==> src/common/ivc_pkg.sv <==
// Constants, register map and carrier types of the interrupt vector control.
// Assumes one instruction-cycle clock and an AXI4-Lite master for software.
package ivc_pkg;

	// Register byte addresses on the AXI4-Lite bus
	localparam logic [7:0] IVC_A_CTRL = 8'h00;
	localparam logic [7:0] IVC_A_FLAG1 = 8'h04;
	localparam logic [7:0] IVC_A_FLAG2 = 8'h08;
	localparam logic [7:0] IVC_A_EN1 = 8'h0c;
	localparam logic [7:0] IVC_A_EN2 = 8'h10;
	localparam logic [7:0] IVC_A_OPT = 8'h14;
	localparam logic [7:0] IVC_A_STAT = 8'h18;
	localparam logic [7:0] IVC_A_SHADOW = 8'h20;
	localparam int IVC_SHADOW_N = 8;

	// Control register field positions
	localparam int IVC_B_GLOBAL_EN = 7;
	localparam int IVC_B_GROUP_EN = 6;
	localparam int IVC_B_TMR_EN = 5;
	localparam int IVC_B_PIN_EN = 4;
	localparam int IVC_B_CHG_EN = 3;
	localparam int IVC_B_TMR_FLAG = 2;
	localparam int IVC_B_PIN_FLAG = 1;
	localparam int IVC_B_CHG_FLAG = 0;

	// Second peripheral group has one unimplemented bit
	localparam logic [7:0] IVC_GRP2_MASK = 8'hef;
	// Core status byte mask that clears the timeout and powerdown bits
	localparam logic [7:0] IVC_STATUS_KEEP = 8'he7;
	localparam logic [7:0] IVC_RST8 = 8'h00;
	localparam logic [14:0] IVC_VECTOR = 15'h0004;
	localparam logic [1:0] IVC_RESP_OKAY = 2'b00;
	localparam logic [1:0] IVC_RESP_SLVERR = 2'b10;

	// Core context saved on entry and restored on return
	typedef struct packed {
		logic [7:0] w;
		logic [7:0] status;
		logic [7:0] bank_sel;
		logic [7:0] ptr0_lo;
		logic [7:0] ptr0_hi;
		logic [7:0] ptr1_lo;
		logic [7:0] ptr1_hi;
		logic [7:0] pc_high;
	} ivc_ctx_t;

	// Entry sequencer, Gray coded along the path
	typedef enum logic [1:0] {
		IVC_IDLE = 2'b00,
		IVC_FLUSH = 2'b01,
		IVC_VECT = 2'b11,
		IVC_SERV = 2'b10
	} ivc_state_t;

endpackage : ivc_pkg

==> src/rtl/ivc_top.sv <==
// Interrupt vector control: flags, enables, entry, return, shadow context.
// Assumes the core sequencer and event sources share the clock; the
// external pin arrives asynchronously.
//
// Added by the designer: the AXI4-Lite interface to the registers and the address map.
module ivc_top
	import ivc_pkg::*;
(
	input wire logic clock,
	input wire logic nrst,
	// AXI4-Lite slave
	input wire logic [7:0] s_awaddr,
	input wire logic s_awvalid,
	output logic s_awready,
	input wire logic [31:0] s_wdata,
	input wire logic [3:0] s_wstrb,
	input wire logic s_wvalid,
	output logic s_wready,
	output logic [1:0] s_bresp,
	output logic s_bvalid,
	input wire logic s_bready,
	input wire logic [7:0] s_araddr,
	input wire logic s_arvalid,
	output logic s_arready,
	output logic [31:0] s_rdata,
	output logic [1:0] s_rresp,
	output logic s_rvalid,
	input wire logic s_rready,
	// Event sources
	input wire logic [7:0] periph_evt1,
	input wire logic [7:0] periph_evt2,
	input wire logic tmr0_evt,
	input wire logic ioc_any,
	input wire logic ext_pin,
	// Core sequencer
	input wire logic core_asleep,
	input wire logic core_inst_done,
	input wire logic core_ret_intr,
	input wire ivc_ctx_t live_ctx,
	output logic flush_q,
	output logic push_pc_q,
	output logic vector_load_q,
	output logic [14:0] vector_addr_q,
	output logic restore_q,
	output logic pop_pc_q,
	output ivc_ctx_t restore_ctx_q,
	output logic wake_q
);

	// ==========================================================
	// State
	// ==========================================================
	logic [7:0] ctrl_q; // Enables and core flags, bit 0 unused
	logic [7:0] flag1_q; // First peripheral flag group
	logic [7:0] flag2_q; // Second peripheral flag group
	logic [7:0] en1_q; // First peripheral enable group
	logic [7:0] en2_q; // Second peripheral enable group
	logic edge_sel_q; // One selects rising pin edge
	logic [7:0] shadow_q [IVC_SHADOW_N]; // Shadow context bytes
	ivc_state_t st_q; // Entry sequencer
	logic wait_one_q; // Wake seen, one instruction still due
	logic pin_s1_q; // Pin synchroniser first stage
	logic pin_s2_q; // Pin synchroniser second stage
	logic pin_s3_q; // Previous synchronised pin level
	logic aw_held_q; // Write address captured
	logic w_held_q; // Write data captured
	logic [7:0] awaddr_q; // Captured write address
	logic [7:0] wbyte_q; // Captured low write byte
	logic wlane_q; // Low byte lane enabled

	// ==========================================================
	// Decode and request logic
	// ==========================================================
	// Pin edge detection on the synchronised level
	wire pin_rise = pin_s2_q & ~pin_s3_q;
	wire pin_fall = ~pin_s2_q & pin_s3_q;
	wire ext_edge = edge_sel_q ? pin_rise : pin_fall;

	wire global_irq_enable = ctrl_q[IVC_B_GLOBAL_EN];
	wire peripheral_group_enable = ctrl_q[IVC_B_GROUP_EN];
	// Core sources: timer, pin, pin-change summary
	wire core_src = (ctrl_q[IVC_B_TMR_EN] & ctrl_q[IVC_B_TMR_FLAG])
		| (ctrl_q[IVC_B_PIN_EN] & ctrl_q[IVC_B_PIN_FLAG])
		| (ctrl_q[IVC_B_CHG_EN] & ioc_any);
	// Peripheral sources need the group enable as well
	wire per_src = peripheral_group_enable & ((|(flag1_q & en1_q))
		| (|(flag2_q & en2_q)));
	wire src_any = core_src | per_src;
	// Entry is held while asleep and until one instruction ran
	wire hold_entry = core_asleep | wait_one_q;
	wire take = global_irq_enable & src_any & ~hold_entry
		& (st_q == IVC_IDLE);
	wire ret_ok = core_ret_intr & (st_q == IVC_SERV);

	// Write channel decode
	wire wr_fire = aw_held_q & w_held_q & ~s_bvalid & wlane_q;
	wire wr_done = aw_held_q & w_held_q & ~s_bvalid;
	wire aw_take = s_awvalid & s_awready;
	wire w_take = s_wvalid & s_wready;
	wire ar_take = s_arvalid & s_arready;

	// True when the address selects this register, for reads and writes alike
	function automatic logic wsel(input logic [7:0] a, input logic [7:0] r);
		wsel = (a == r);
	endfunction : wsel

	// Address is inside the shadow window
	function automatic logic in_shadow(input logic [7:0] a);
		in_shadow = (a >= IVC_A_SHADOW)
			&& (a < IVC_A_SHADOW + 8'(4 * IVC_SHADOW_N))
			&& (a[1:0] == 2'b00);
	endfunction : in_shadow

	// Address is a mapped register
	function automatic logic mapped(input logic [7:0] a);
		mapped = wsel(a, IVC_A_CTRL) | wsel(a, IVC_A_FLAG1)
			| wsel(a, IVC_A_FLAG2) | wsel(a, IVC_A_EN1)
			| wsel(a, IVC_A_EN2) | wsel(a, IVC_A_OPT)
			| wsel(a, IVC_A_STAT) | in_shadow(a);
	endfunction : mapped

	wire wr_ctrl = wr_fire & wsel(awaddr_q, IVC_A_CTRL);
	wire wr_f1 = wr_fire & wsel(awaddr_q, IVC_A_FLAG1);
	wire wr_f2 = wr_fire & wsel(awaddr_q, IVC_A_FLAG2);
	wire wr_e1 = wr_fire & wsel(awaddr_q, IVC_A_EN1);
	wire wr_e2 = wr_fire & wsel(awaddr_q, IVC_A_EN2);
	wire wr_opt = wr_fire & wsel(awaddr_q, IVC_A_OPT);
	wire wr_sh = wr_fire & in_shadow(awaddr_q);
	wire [2:0] wr_sh_idx = 3'((awaddr_q - IVC_A_SHADOW) >> 2);
	wire [2:0] rd_sh_idx = 3'((s_araddr - IVC_A_SHADOW) >> 2);

	// Control register next value; hardware flag sets win
	wire [7:0] ctrl_sw = wr_ctrl ? wbyte_q : ctrl_q;
	wire [7:0] ctrl_d = {
		take ? 1'b0 : (ret_ok ? 1'b1 : ctrl_sw[7]),
		ctrl_sw[6:3],
		ctrl_sw[2] | tmr0_evt,
		ctrl_sw[1] | ext_edge,
		1'b0
	};
	wire [7:0] flag1_d = (wr_f1 ? wbyte_q : flag1_q) | periph_evt1;
	wire [7:0] flag2_d = ((wr_f2 ? wbyte_q : flag2_q) | periph_evt2)
		& IVC_GRP2_MASK;

	// Read view; summary flag follows the pin-change sources
	wire [7:0] ctrl_rd = {ctrl_q[7:1], ioc_any};
	wire [7:0] stat_rd = {4'h0, wait_one_q, src_any, st_q};
	wire [7:0] rd_byte =
		wsel(s_araddr, IVC_A_CTRL) ? ctrl_rd :
		wsel(s_araddr, IVC_A_FLAG1) ? flag1_q :
		wsel(s_araddr, IVC_A_FLAG2) ? flag2_q :
		wsel(s_araddr, IVC_A_EN1) ? en1_q :
		wsel(s_araddr, IVC_A_EN2) ? en2_q :
		wsel(s_araddr, IVC_A_OPT) ? {7'h00, edge_sel_q} :
		wsel(s_araddr, IVC_A_STAT) ? stat_rd :
		in_shadow(s_araddr) ? shadow_q[rd_sh_idx] : 8'h00;

	// Live context with timeout and powerdown left out
	wire [63:0] live_flat = live_ctx;
	wire [7:0] live_status = live_ctx.status & IVC_STATUS_KEEP;

	// Gathered shadow context for restore
	ivc_ctx_t shadow_ctx;
	assign shadow_ctx = {shadow_q[0], shadow_q[1], shadow_q[2],
		shadow_q[3], shadow_q[4], shadow_q[5], shadow_q[6],
		shadow_q[7]};

	// ==========================================================
	// Pin synchroniser, sampled every instruction cycle
	// ==========================================================
	// Runs through reset so all stages settle to the pin level and no
	// false edge follows reset, whatever level the pin idles at.
	always_ff @(posedge clock) begin
		pin_s1_q <= ext_pin;
		pin_s2_q <= pin_s1_q;
		pin_s3_q <= pin_s2_q;
	end

	// ==========================================================
	// Control, flag and enable registers
	// ==========================================================
	always_ff @(posedge clock) begin
		if (!nrst) begin
			ctrl_q <= IVC_RST8;
			flag1_q <= IVC_RST8;
			flag2_q <= IVC_RST8;
			en1_q <= IVC_RST8;
			en2_q <= IVC_RST8;
			edge_sel_q <= 1'b1;
		end else begin
			ctrl_q <= ctrl_d;
			flag1_q <= flag1_d;
			flag2_q <= flag2_d;
			if (wr_e1) begin
				en1_q <= wbyte_q;
			end
			if (wr_e2) begin
				en2_q <= wbyte_q & IVC_GRP2_MASK;
			end
			if (wr_opt) begin
				edge_sel_q <= wbyte_q[0];
			end
		end
	end

	// ==========================================================
	// Shadow context: saved on entry, software may edit
	// ==========================================================
	always_ff @(posedge clock) begin
		if (!nrst) begin
			for (int i = 0; i < IVC_SHADOW_N; i++) begin
				shadow_q[i] <= IVC_RST8;
			end
		end else if (take) begin
			for (int i = 0; i < IVC_SHADOW_N; i++) begin
				shadow_q[i] <= live_flat[63 - 8 * i -: 8];
			end
			shadow_q[1] <= live_status;
		end else if (wr_sh) begin
			shadow_q[wr_sh_idx] <= wbyte_q;
		end
	end

	// ==========================================================
	// Entry sequencer and core strobes
	// ==========================================================
	// Entry waits for an instruction boundary only after a wake, so one- and
	// two-cycle instructions see the same latency.
	always_ff @(posedge clock) begin
		if (!nrst) begin
			st_q <= IVC_IDLE;
			flush_q <= 1'b0;
			push_pc_q <= 1'b0;
			vector_load_q <= 1'b0;
			vector_addr_q <= 15'h0000;
			restore_q <= 1'b0;
			pop_pc_q <= 1'b0;
			restore_ctx_q <= '0;
		end else begin
			flush_q <= take;
			push_pc_q <= take;
			vector_load_q <= (st_q == IVC_FLUSH);
			restore_q <= ret_ok;
			pop_pc_q <= ret_ok;
			if (st_q == IVC_FLUSH) begin
				vector_addr_q <= IVC_VECTOR;
			end
			if (ret_ok) begin
				restore_ctx_q <= shadow_ctx;
			end
			case (st_q)
				IVC_IDLE: begin
					if (take) begin
						st_q <= IVC_FLUSH;
					end
				end
				IVC_FLUSH: begin
					st_q <= IVC_VECT;
				end
				IVC_VECT: begin
					st_q <= IVC_SERV;
				end
				IVC_SERV: begin
					if (ret_ok) begin
						st_q <= IVC_IDLE;
					end
				end
				default: begin
					st_q <= IVC_IDLE;
				end
			endcase
		end
	end

	// ==========================================================
	// Wake from sleep: enabled source wakes even with global clear
	// ==========================================================
	always_ff @(posedge clock) begin
		if (!nrst) begin
			wake_q <= 1'b0;
			wait_one_q <= 1'b0;
		end else begin
			wake_q <= core_asleep & src_any;
			if (core_asleep & src_any) begin
				wait_one_q <= 1'b1;
			end else if (core_inst_done) begin
				wait_one_q <= 1'b0;
			end
		end
	end

	// ==========================================================
	// AXI4-Lite slave
	// ==========================================================
	always_ff @(posedge clock) begin
		if (!nrst) begin
			aw_held_q <= 1'b0;
			w_held_q <= 1'b0;
			awaddr_q <= 8'h00;
			wbyte_q <= 8'h00;
			wlane_q <= 1'b0;
			s_awready <= 1'b0;
			s_wready <= 1'b0;
			s_bvalid <= 1'b0;
			s_bresp <= IVC_RESP_OKAY;
			s_arready <= 1'b0;
			s_rvalid <= 1'b0;
			s_rdata <= 32'h0000_0000;
			s_rresp <= IVC_RESP_OKAY;
		end else begin
			// Address and data are taken in either order
			if (aw_take) begin
				aw_held_q <= 1'b1;
				awaddr_q <= s_awaddr;
			end else if (wr_done) begin
				aw_held_q <= 1'b0;
			end
			if (w_take) begin
				w_held_q <= 1'b1;
				wbyte_q <= s_wdata[7:0];
				wlane_q <= s_wstrb[0];
			end else if (wr_done) begin
				w_held_q <= 1'b0;
			end
			s_awready <= ~aw_held_q & ~aw_take & ~s_bvalid & ~wr_done;
			s_wready <= ~w_held_q & ~w_take & ~s_bvalid & ~wr_done;
			// Response once both halves are in
			if (wr_done) begin
				s_bvalid <= 1'b1;
				s_bresp <= mapped(awaddr_q) ? IVC_RESP_OKAY : IVC_RESP_SLVERR;
			end else if (s_bready) begin
				s_bvalid <= 1'b0;
			end
			// Read answered the cycle after the address is taken
			if (ar_take) begin
				s_rvalid <= 1'b1;
				s_rdata <= {24'h000000, rd_byte};
				s_rresp <= mapped(s_araddr) ? IVC_RESP_OKAY : IVC_RESP_SLVERR;
			end else if (s_rready) begin
				s_rvalid <= 1'b0;
			end
			// Ready never waits for valid to drop, so a held request
			// is taken once the previous answer has gone.
			s_arready <= ~s_rvalid & ~ar_take;
		end
	end

	// ==========================================================
	// Assertions
	// ==========================================================
	reset_clears_en_a: assert property (@(posedge clock)
		disable iff (!nrst) $rose(nrst) |-> !global_irq_enable
		&& en1_q == 8'h00)
		else $error("enables not cleared by reset");

	entry_needs_en_a: assert property (@(posedge clock)
		disable iff (!nrst) $rose(flush_q) |-> $past(global_irq_enable)
		&& $past(src_any))
		else $error("entry without enables");

	flag_sticky_a: assert property (@(posedge clock)
		disable iff (!nrst) periph_evt1[0] |=> flag1_q[0])
		else $error("flag not set by event");

	flag_hold_a: assert property (@(posedge clock)
		disable iff (!nrst) flag1_q[0] && !wr_f1 |=> flag1_q[0])
		else $error("flag lost without software clear");

	vector_seq_a: assert property (@(posedge clock)
		disable iff (!nrst) flush_q |-> !global_irq_enable ##1
		(vector_load_q && vector_addr_q == IVC_VECTOR))
		else $error("vector not loaded after flush");

	return_restore_a: assert property (@(posedge clock)
		disable iff (!nrst) ret_ok |=> restore_q && pop_pc_q
		&& global_irq_enable)
		else $error("return did not restore");

	sync_latency_a: assert property (@(posedge clock)
		disable iff (!nrst) (tmr0_evt && ctrl_q[IVC_B_TMR_EN]
		&& global_irq_enable
		&& st_q == IVC_IDLE && !hold_entry && !core_asleep
		&& !wr_fire) |-> ##[2:3] vector_load_q)
		else $error("synchronous latency out of range");

	pin_edge_flag_a: assert property (@(posedge clock)
		disable iff (!nrst) ext_edge |=> ctrl_q[IVC_B_PIN_FLAG])
		else $error("pin edge did not set flag");

	wake_defers_a: assert property (@(posedge clock)
		disable iff (!nrst) (wake_q && core_asleep == 1'b0
		&& !core_inst_done) |-> !take)
		else $error("vector taken before instruction after wake");

endmodule : ivc_top

==> config.mk <==
export PLATFORM = sky130hd
export DESIGN_NAME = ivc_top
export DESIGN_NICKNAME = d
export VERILOG_FILES = /design/src/common/ivc_pkg.sv /design/src/rtl/ivc_top.sv
export SDC_FILE = /design/constraint.sdc
export NUM_CORES = 1
export LEC_CHECK = 0
export ABC_AREA = 1
export BUFFER_PORTS_ARGS = -buffer_cell sky130_fd_sc_hd__buf_4
export CORE_ASPECT_RATIO = 0.9
export CORE_MARGIN = 2
export CORE_UTILIZATION = 52
export DETAILED_ROUTE_END_ITERATION = 10
export PLACE_DENSITY = 0.8
export REMOVE_ABC_BUFFERS = 1
export SETUP_SLACK_MARGIN = 0.02
export SLEW_MARGIN = 30
export SYNTH_ARGS = -nofsm -noshare
export SYNTH_HDL_FRONTEND = slang
export SYNTH_SLANG_ARGS = --single-unit
==> constraint.sdc <==
create_clock -name clock -period 2.21 [get_ports clock]
set_input_delay 0.1105 -clock clock [delete_from_list [all_inputs] [get_ports clock]]
set_output_delay 0.1105 -clock clock [all_outputs]
set_load 0.01 [all_outputs]
==> summary.md, run 1 <==
| Metric | Value |
|---|---|
| CTS Buf Count | `23` |
| Clock Tree Root | `clkbuf_16` |
| Area of the multi-input gates | `3930 µm²` |
| Post-DRT Antenna Nets | `0` |
| Core Region | `18200 µm²` |
| Combinational fraction of design power | `9.9%` |
| # setup viols final | `0` |
| Clock-pin slew on the worst setup and hold paths | `60 ps` |
| Hold path start | `s_araddr[0]` |
| Fmax | `0.470 GHz` |
| Worst-skew pair later-pin latency | `520 ps` |
| Final period util | `96.2%` |
| Power Internal | `6.84 mW` |
| RSZ-0062 raised after global routing | `yes` |
| Crit. End Element | `register` |
| Status | `finished, final reports clean` |
| PortBufs | `200` |
| Routability cong. | `0.927` |
| Gate Count Post-Synth | `1224` |
| Register Area | `4870 µm²` |
| Clk sink count | `211` |
| Vias/cell | `5.46` |
| Buf+Inv Stages, Crit Path | `1` |
| Total gr overflow | `0` |
| Syn_area_per_cell | `7.82 µm²` |
| Critical Path Max Stage Delay | `330 ps` |
| Crit-path slowest cell | `dfxtp_1` |
| Peak VDD IR | `0.557 mV` |
| Endpoint of the worst hold path | `s_rresp[1]$_SDFFE_PN0P_` |
| CP dominant cell by count | `nand2_1` |
| Least-Margin Pin Slew | `735 ps` |
| Worst EP required | `2380 ps` |
| Initial DRC Count | `861` |
| Hold WC Path Type | `primary input to register` |
| Max Clock Skew | `26.5 ps` |
| Most common cell after layout, fill and taps aside | `nand2_1` |
| Slew HR | `51.0%` |
| Crit path DAT | `2300 ps` |
| Vias in the first global route | `9154` |
| Clock share of power | `43.5%` |
| Worst hold slack | `153 ps` |
| Share of post-route cells with drive strength above 1 | `19.9%` |
| Buffer count from post-CTS setup fixing | `0` |
| DR pass1 iterations | `5` |
| Worst reg-to-reg setup slack | `80 ps` |
| Final Cell Area | `13100 µm²` |
| Starting density of the core | `52.5%` |
| CP cell instances | `nand2_1 > nand2_1 > nor2_1 > nand2_1 > o21ai_1 > nand2_1 > nand3_4 > nand2_4 > inv_1 > nand2_1` |
| Initial antenna violation count | `0` |
| Reg2reg path depth | `10` |
| Most frequent cells in the layout | `283 x nand2_1, 236 x buf_4, 146 x dfxtp_1` |
| FF+latch count, synth | `211` |
| # IOs | `271` |
| Post-synth top area share | `30.7%` |
| Synth area leaders | `dfxtp_1 31%, edfxtp_1 20%, nand2_1 11%, o21ai_0 6.5%, a21oi_1 5.7%` |
| Drt total wl | `31600 µm` |
| Global-route wire length before repair | `48400 µm` |
| Dpl cell area | `11200 µm²` |
| Reg2reg start | `flag2_q[6]$_SDFF_PN0_` |
| Synth area leader | `dfxtp_1` |
| Drt wl/cell | `17.7 µm` |
| DR vias | `9742` |
| Post-Syn Area | `9580 µm²` |
| Yosys Warn Count | `0` |
| Power Density | `689 nW/µm²` |
| Area added between synthesis and finish | `36.4%` |
| Largest net degree at the start of global routing | `68` |
| ANT cells | `0` |
| CTS Buffer Depth | `3` |
| Core Rows | `47` |
| Nets@finish | `1666` |
| Switch share | `24.0%` |
| WS Path Type | `register to register` |
| Delay-heaviest family, CP | `simple AND/OR/NAND/NOR gates` |
| Die area | `19500 µm²` |
| Max Fanout on Critical Path | `8` |
| Max Transition Viols Final | `0` |
| Sequential area share after synthesis | `50.8%` |
| Endpoints failing hold | `0` |
| Width of the chip | `147 µm` |
| Leakage power | `5.60 nW` |
| Synth unique cells | `37` |
| Sw Pwr | `2.16 mW` |
| Nature of the critical path startpoint | `register` |
| Hpwl dp | `20700 µm` |
| Die Ht | `133 µm` |
| Register share of total power | `46.6%` |
| Reg-to-reg endpoint | `shadow_q[7][1]$_DFFE_PP_` |
| CTS tree | `done` |
| GRT Util Overall | `31.3%` |
| Filler cells | `1367` |
| Hold Crit Depth | `5` |
| H-tree levels | `1` |
| Max_cap viols | `0` |
| Clock period minus worst slack | `2130 ps` |
| DRC violations left | `0` |
## state kept, by name, summed over array words and instances, names as in the netlist, 2 cells and up
register / cells
awaddr_q: 8
ctrl_q: 7
en1_q: 8
en2_q: 7
flag1_q: 8
flag2_q: 7
restore_ctx_q: 64
s_rdata: 8
shadow_q: 64
st_q: 2
wbyte_q: 8
## how the worst max path moves through the flow
stage,from,endpoint,slack [ps],cells after the start
after floorplan,st_q[0]$_SDFFE_PN0P_,ctrl_q[7]$_SDFFE_PP0P_,-2260,5
after global placement,flag2_q[6]$_SDFF_PN0_,shadow_q[7][2]$_DFFE_PP_,170,10
after detailed placement,awaddr_q[0]$_SDFFE_PN0P_,shadow_q[0][3]$_DFFE_PP_,150,7
after CTS,flag2_q[6]$_SDFF_PN0_,shadow_q[7][1]$_DFFE_PP_,120,10
after global routing,flag2_q[6]$_SDFF_PN0_,shadow_q[7][1]$_DFFE_PP_,-90,10
final,flag2_q[6]$_SDFF_PN0_,shadow_q[7][1]$_DFFE_PP_,80,10
## per-layer routing
metal  GRT usage [%]  part of all wire [%]
met2            54.8                    49
met4            11.6                   4.1
met3            4.38                   9.4
met1            39.6                    38
met5               0                     0
## worst min-delay path: stages
cell,delay (ps)
buf_4,80
nor2_1,70
nand4_1,140
a21oi_1,50
o21ai_0,170
## cell type report
cell class / instances / area share (%)
sequential: 211 / 37.2
multi-input combinational: 852 / 30.1
timing repair buffer: 342 / 21.8
clock buffer: 36 / 5.48
inverter: 91 / 2.61
tap: 245 / 2.35
clock inverter: 6 / 0.460
## synthesized netlist by cell type
cell,instances
a211oi_1,8
a21oi_1,110
a311oi_1,1
buf_1,6
buf_2,15
buf_4,43
buf_6,1
clkbuf_1,44
clkinv_1,2
conb_1,1
dfxtp_1,147
edfxtp_1,64
inv_1,85
inv_2,4
nand2_1,284
nand2_2,2
nand2_4,1
nand3_1,94
nand3_4,1
nand4_1,17
nand4_2,2
nand4_4,1
nor2_1,108
nor2_2,1
nor2_4,2
nor3_1,18
nor3_2,2
nor3_4,1
nor4_1,1
o211ai_1,2
o21a_1,3
o21ai_0,124
o21ai_1,9
o21ai_2,8
o221ai_1,2
o22ai_1,7
or2_2,3
## per-stage QoR
stage          TNS [ps]  cells  power, mW  worst slack, ps  utilization, %
2_1_floorplan   -206010   1154       4.58            -2260               -
3_3_place_gp          0   1637       4.97              175            61.7
3_5_place_dp          0   1637       4.99              151            61.7
4_1_cts               0   1783       8.96              123            71.6
5_1_grt           -2230   1783       9.25            -90.2            71.7
6_report              0   1783       9.00             83.9            71.7
## logic make-up after synthesis
kind of cell,count (synthesis),synth area share [%]
AOI/OAI and AO/OA,274,15.2
buffers and inverters,200,9.80
and+or+nand+nor,538,24.2
DFF,211,50.8
other,1,0.0392
## timing repair
action	CTS	global route
hold buffers	104	0
endpoints found under the setup margin	0	55
gates resized for setup	0	1
hold endpoints to repair	107	0
## power by group through the flow
| stage | Sequential [mW] | Clock, mW | Combinational (mW) |
|---|---|---|---|
| after global routing | 4.20 | 4.08 | 0.960 |
| after floorplan | 4.25 | 0 | 0.332 |
| after detailed placement | 4.27 | 0 | 0.715 |
| final | 4.19 | 3.91 | 0.895 |
| after global placement | 4.27 | 0 | 0.706 |
| after CTS | 4.19 | 3.91 | 0.866 |
No activity file was read; power rests on OpenSTA's default activity.
==> inputs of run 2 (changes only) <==
PLACE_DENSITY = 0.9   (was 0.8)
==> run 2 against run 1 <==
  * Non-clock buffer count decreased by 2
  * Hold slack got worse by 120 ps
  * Combinational power increased by 2.5%
  * Die area unchanged
  * Sequential share of layout area about the same
  * Via count grew 4.2%
  * Wire length rose by 7.7%
  * Design area hardly changed
  * Critical path type unchanged
  * Critical endpoint is now shadow_q[0][7]$_DFFE_PP_
==> summary.md, run 2 (synthesized netlist as in run 1, its figures left out) <==
| Metric | Value |
|---|---|
| Status | `finished, final reports clean` |
| Largest regs | `restore_ctx_q x64, shadow_q x64` |
| Most common cell after layout, fill and taps aside | `nand2_1` |
| Final period util | `96.1%` |
| Max Clock Skew | `27.6 ps` |
| Placed insts | `1633` |
| Global-route wire length before repair | `51800 µm` |
| PortBufs | `200` |
| Clock period minus worst slack | `2120 ps` |
| Drt wl/cell | `19.1 µm` |
| Clock-pin slew on the worst setup and hold paths | `70 ps` |
| CP dominant cell by count | `nor2_4` |
| Max Fanout on Critical Path | `8` |
| ANT cells | `0` |
| Buf+Inv Stages, Crit Path | `2` |
| DR vias | `10100` |
| Nets@finish | `1664` |
| WS Path Type | `register to register` |
| Fmax | `0.471 GHz` |
| # setup viols final | `0` |
| Reg2reg start | `awaddr_q[0]$_SDFFE_PN0P_` |
| Peak VDD IR | `0.550 mV` |
| RSZ-0062 raised after global routing | `yes` |
| Routing usage on met1 | `42.1%` |
| Drt total wl | `34100 µm` |
| Total gr overflow | `0` |
| CTS Buffer Depth | `3` |
| Clk sink count | `211` |
| Power Density | `696 nW/µm²` |
| Least-Margin Pin Slew | `761 ps` |
| GRT Util Overall | `33.6%` |
| Hold path start | `s_araddr[0]` |
| Endpoints failing hold | `0` |
| Core Region | `18200 µm²` |
| H-tree levels | `1` |
| CTS Buf Count | `23` |
| Hold Crit Depth | `5` |
| Vias/cell | `5.70` |
| Worst EP required | `2390 ps` |
| Hold WC Path Type | `primary input to register` |
| Crit. End Element | `register` |
| DR pass1 iterations | `5` |
| Clock Tree Root | `clkbuf_16` |
| DRC violations left | `0` |
| Initial antenna violation count | `1` |
| Reg2reg path depth | `7` |
| Max Transition Viols Final | `0` |
| Core Rows | `47` |
| Delay-heaviest family, CP | `simple AND/OR/NAND/NOR gates` |
| Reg-to-reg endpoint | `shadow_q[0][7]$_DFFE_PP_` |
| # IOs | `271` |
| Hpwl dp | `21000 µm` |
| Met3 Resource Use GR | `5.79%` |
| GR Util met2 | `57.4%` |
| Most frequent cells in the layout | `281 x nand2_1, 236 x buf_4, 146 x dfxtp_1` |
| Starting density of the core | `52.5%` |
| Vias in the first global route | `9804` |
| GRT busiest layer | `met2` |
| Width of the chip | `147 µm` |
| Fin util | `71.7%` |
| Nature of the critical path startpoint | `register` |
| Critical Path Max Stage Delay | `360 ps` |
| Routability cong. | `0.924` |
| Endpoint of the worst hold path | `s_rresp[1]$_SDFFE_PN0P_` |
| Die Ht | `133 µm` |
| CTS tree | `done` |
| Crit path DAT | `2310 ps` |
| Crit-path slowest cell | `nand2_1` |
| Largest net degree at the start of global routing | `82` |
| Initial DRC Count | `1198` |
| CP cell instances | `nor2_4 > inv_2 > nor3_1 > inv_1 > nor2_4 > nand4_1 > nand2_1` |
| Max_cap viols | `0` |
| Slew HR | `49.2%` |
| Area added between synthesis and finish | `36.5%` |
| Post-DRT Antenna Nets | `0` |
| Worst reg-to-reg setup slack | `90 ps` |
| Filler cells | `1317` |
| Leakage power | `5.59 nW` |
| Worst-skew pair later-pin latency | `530 ps` |
| Share of post-route cells with drive strength above 1 | `20.1%` |
| Post-route insts no fill | `1781` |
| Die area | `19500 µm²` |
run 2: cell count changes in the layout (fill, tap and decap cells not counted), moves of 2 or more:
cell | before | now
clkbuf_8 | 7 | 1
clkinv_2 | 3 | 7
clkinvlp_4 | 0 | 2
nand2_1 | 283 | 281
nand2_2 | 3 | 5
run 2: worst min-delay path, cell delays in order:
cell     delay [ps]
buf_4            80
nor2_1           40
nand4_1         110
a21oi_1          40
o21ai_0         140
run 2: how the worst max path moves through the flow:
| stage | cells past startpoint | startpoint | end |
|---|---|---|---|
| final | 7 | awaddr_q[0]$_SDFFE_PN0P_ | shadow_q[0][7]$_DFFE_PP_ |
| after global routing | 13 | flag2_q[2]$_SDFF_PN0_ | shadow_q[7][3]$_DFFE_PP_ |
| after CTS | 11 | flag2_q[2]$_SDFF_PN0_ | shadow_q[3][3]$_DFFE_PP_ |
| after detailed placement | 11 | en1_q[5]$_SDFFE_PN0P_ | shadow_q[0][7]$_DFFE_PP_ |
| after global placement | 11 | en1_q[5]$_SDFFE_PN0P_ | shadow_q[0][0]$_DFFE_PP_ |
| after floorplan | 5 | st_q[0]$_SDFFE_PN0P_ | ctrl_q[7]$_SDFFE_PP0P_ |
run 2: layer usage:
metal | wire (µm) | vias to the layer above
li1 | - | 4588
met1 | 12600 | 4646
met2 | 16300 | 761
met3 | 3410 | 152
met4 | 1710 | 2
met5 | 11 | -
run 2: where the power goes:
group	switching, mW	internal (mW)	leakage [nW]
Sequential	0.0931	4.11	1.85
Combinational	0.530	0.387	3.36
Clock	1.64	2.35	0.386
Total	2.26	6.84	5.59
run 2: timing repair:
item / in CTS / in global routing
buffers inserted: 0 / 3
hold buffers: 103 / 0
resized for setup: 0 / 4
endpoints found under the hold margin: 104 / 0
endpoints found under the setup margin: 0 / 57
run 2: layout make-up:
| type | count | area [µm²] | area share (%) |
|---|---|---|---|
| sequential | 211 | 4870 | 37.2 |
| multi-input combinational | 852 | 3950 | 30.2 |
| timing repair buffer | 340 | 2820 | 21.6 |
| clock buffer | 30 | 654 | 5.01 |
| inverter | 91 | 342 | 2.61 |
| tap | 245 | 307 | 2.35 |
| clock inverter | 12 | 130 | 0.996 |
run 2: metrics by stage:
stage / setup WS (ps) / hold slack (ps) / area [µm²] / total power [mW] / TNS, ps
final: 85.8 / 28.2 / 13100 / 9.10 / 0
after global routing: 15.6 / 52.8 / 13100 / 9.31 / 0
after CTS: 124 / 17.5 / 13000 / 9.02 / 0
after detailed placement: 138 / 217 / 11200 / 4.99 / 0
after global placement: 174 / 217 / 11200 / 4.98 / 0
after floorplan: -2260 / 138 / 9130 / 4.58 / -206010
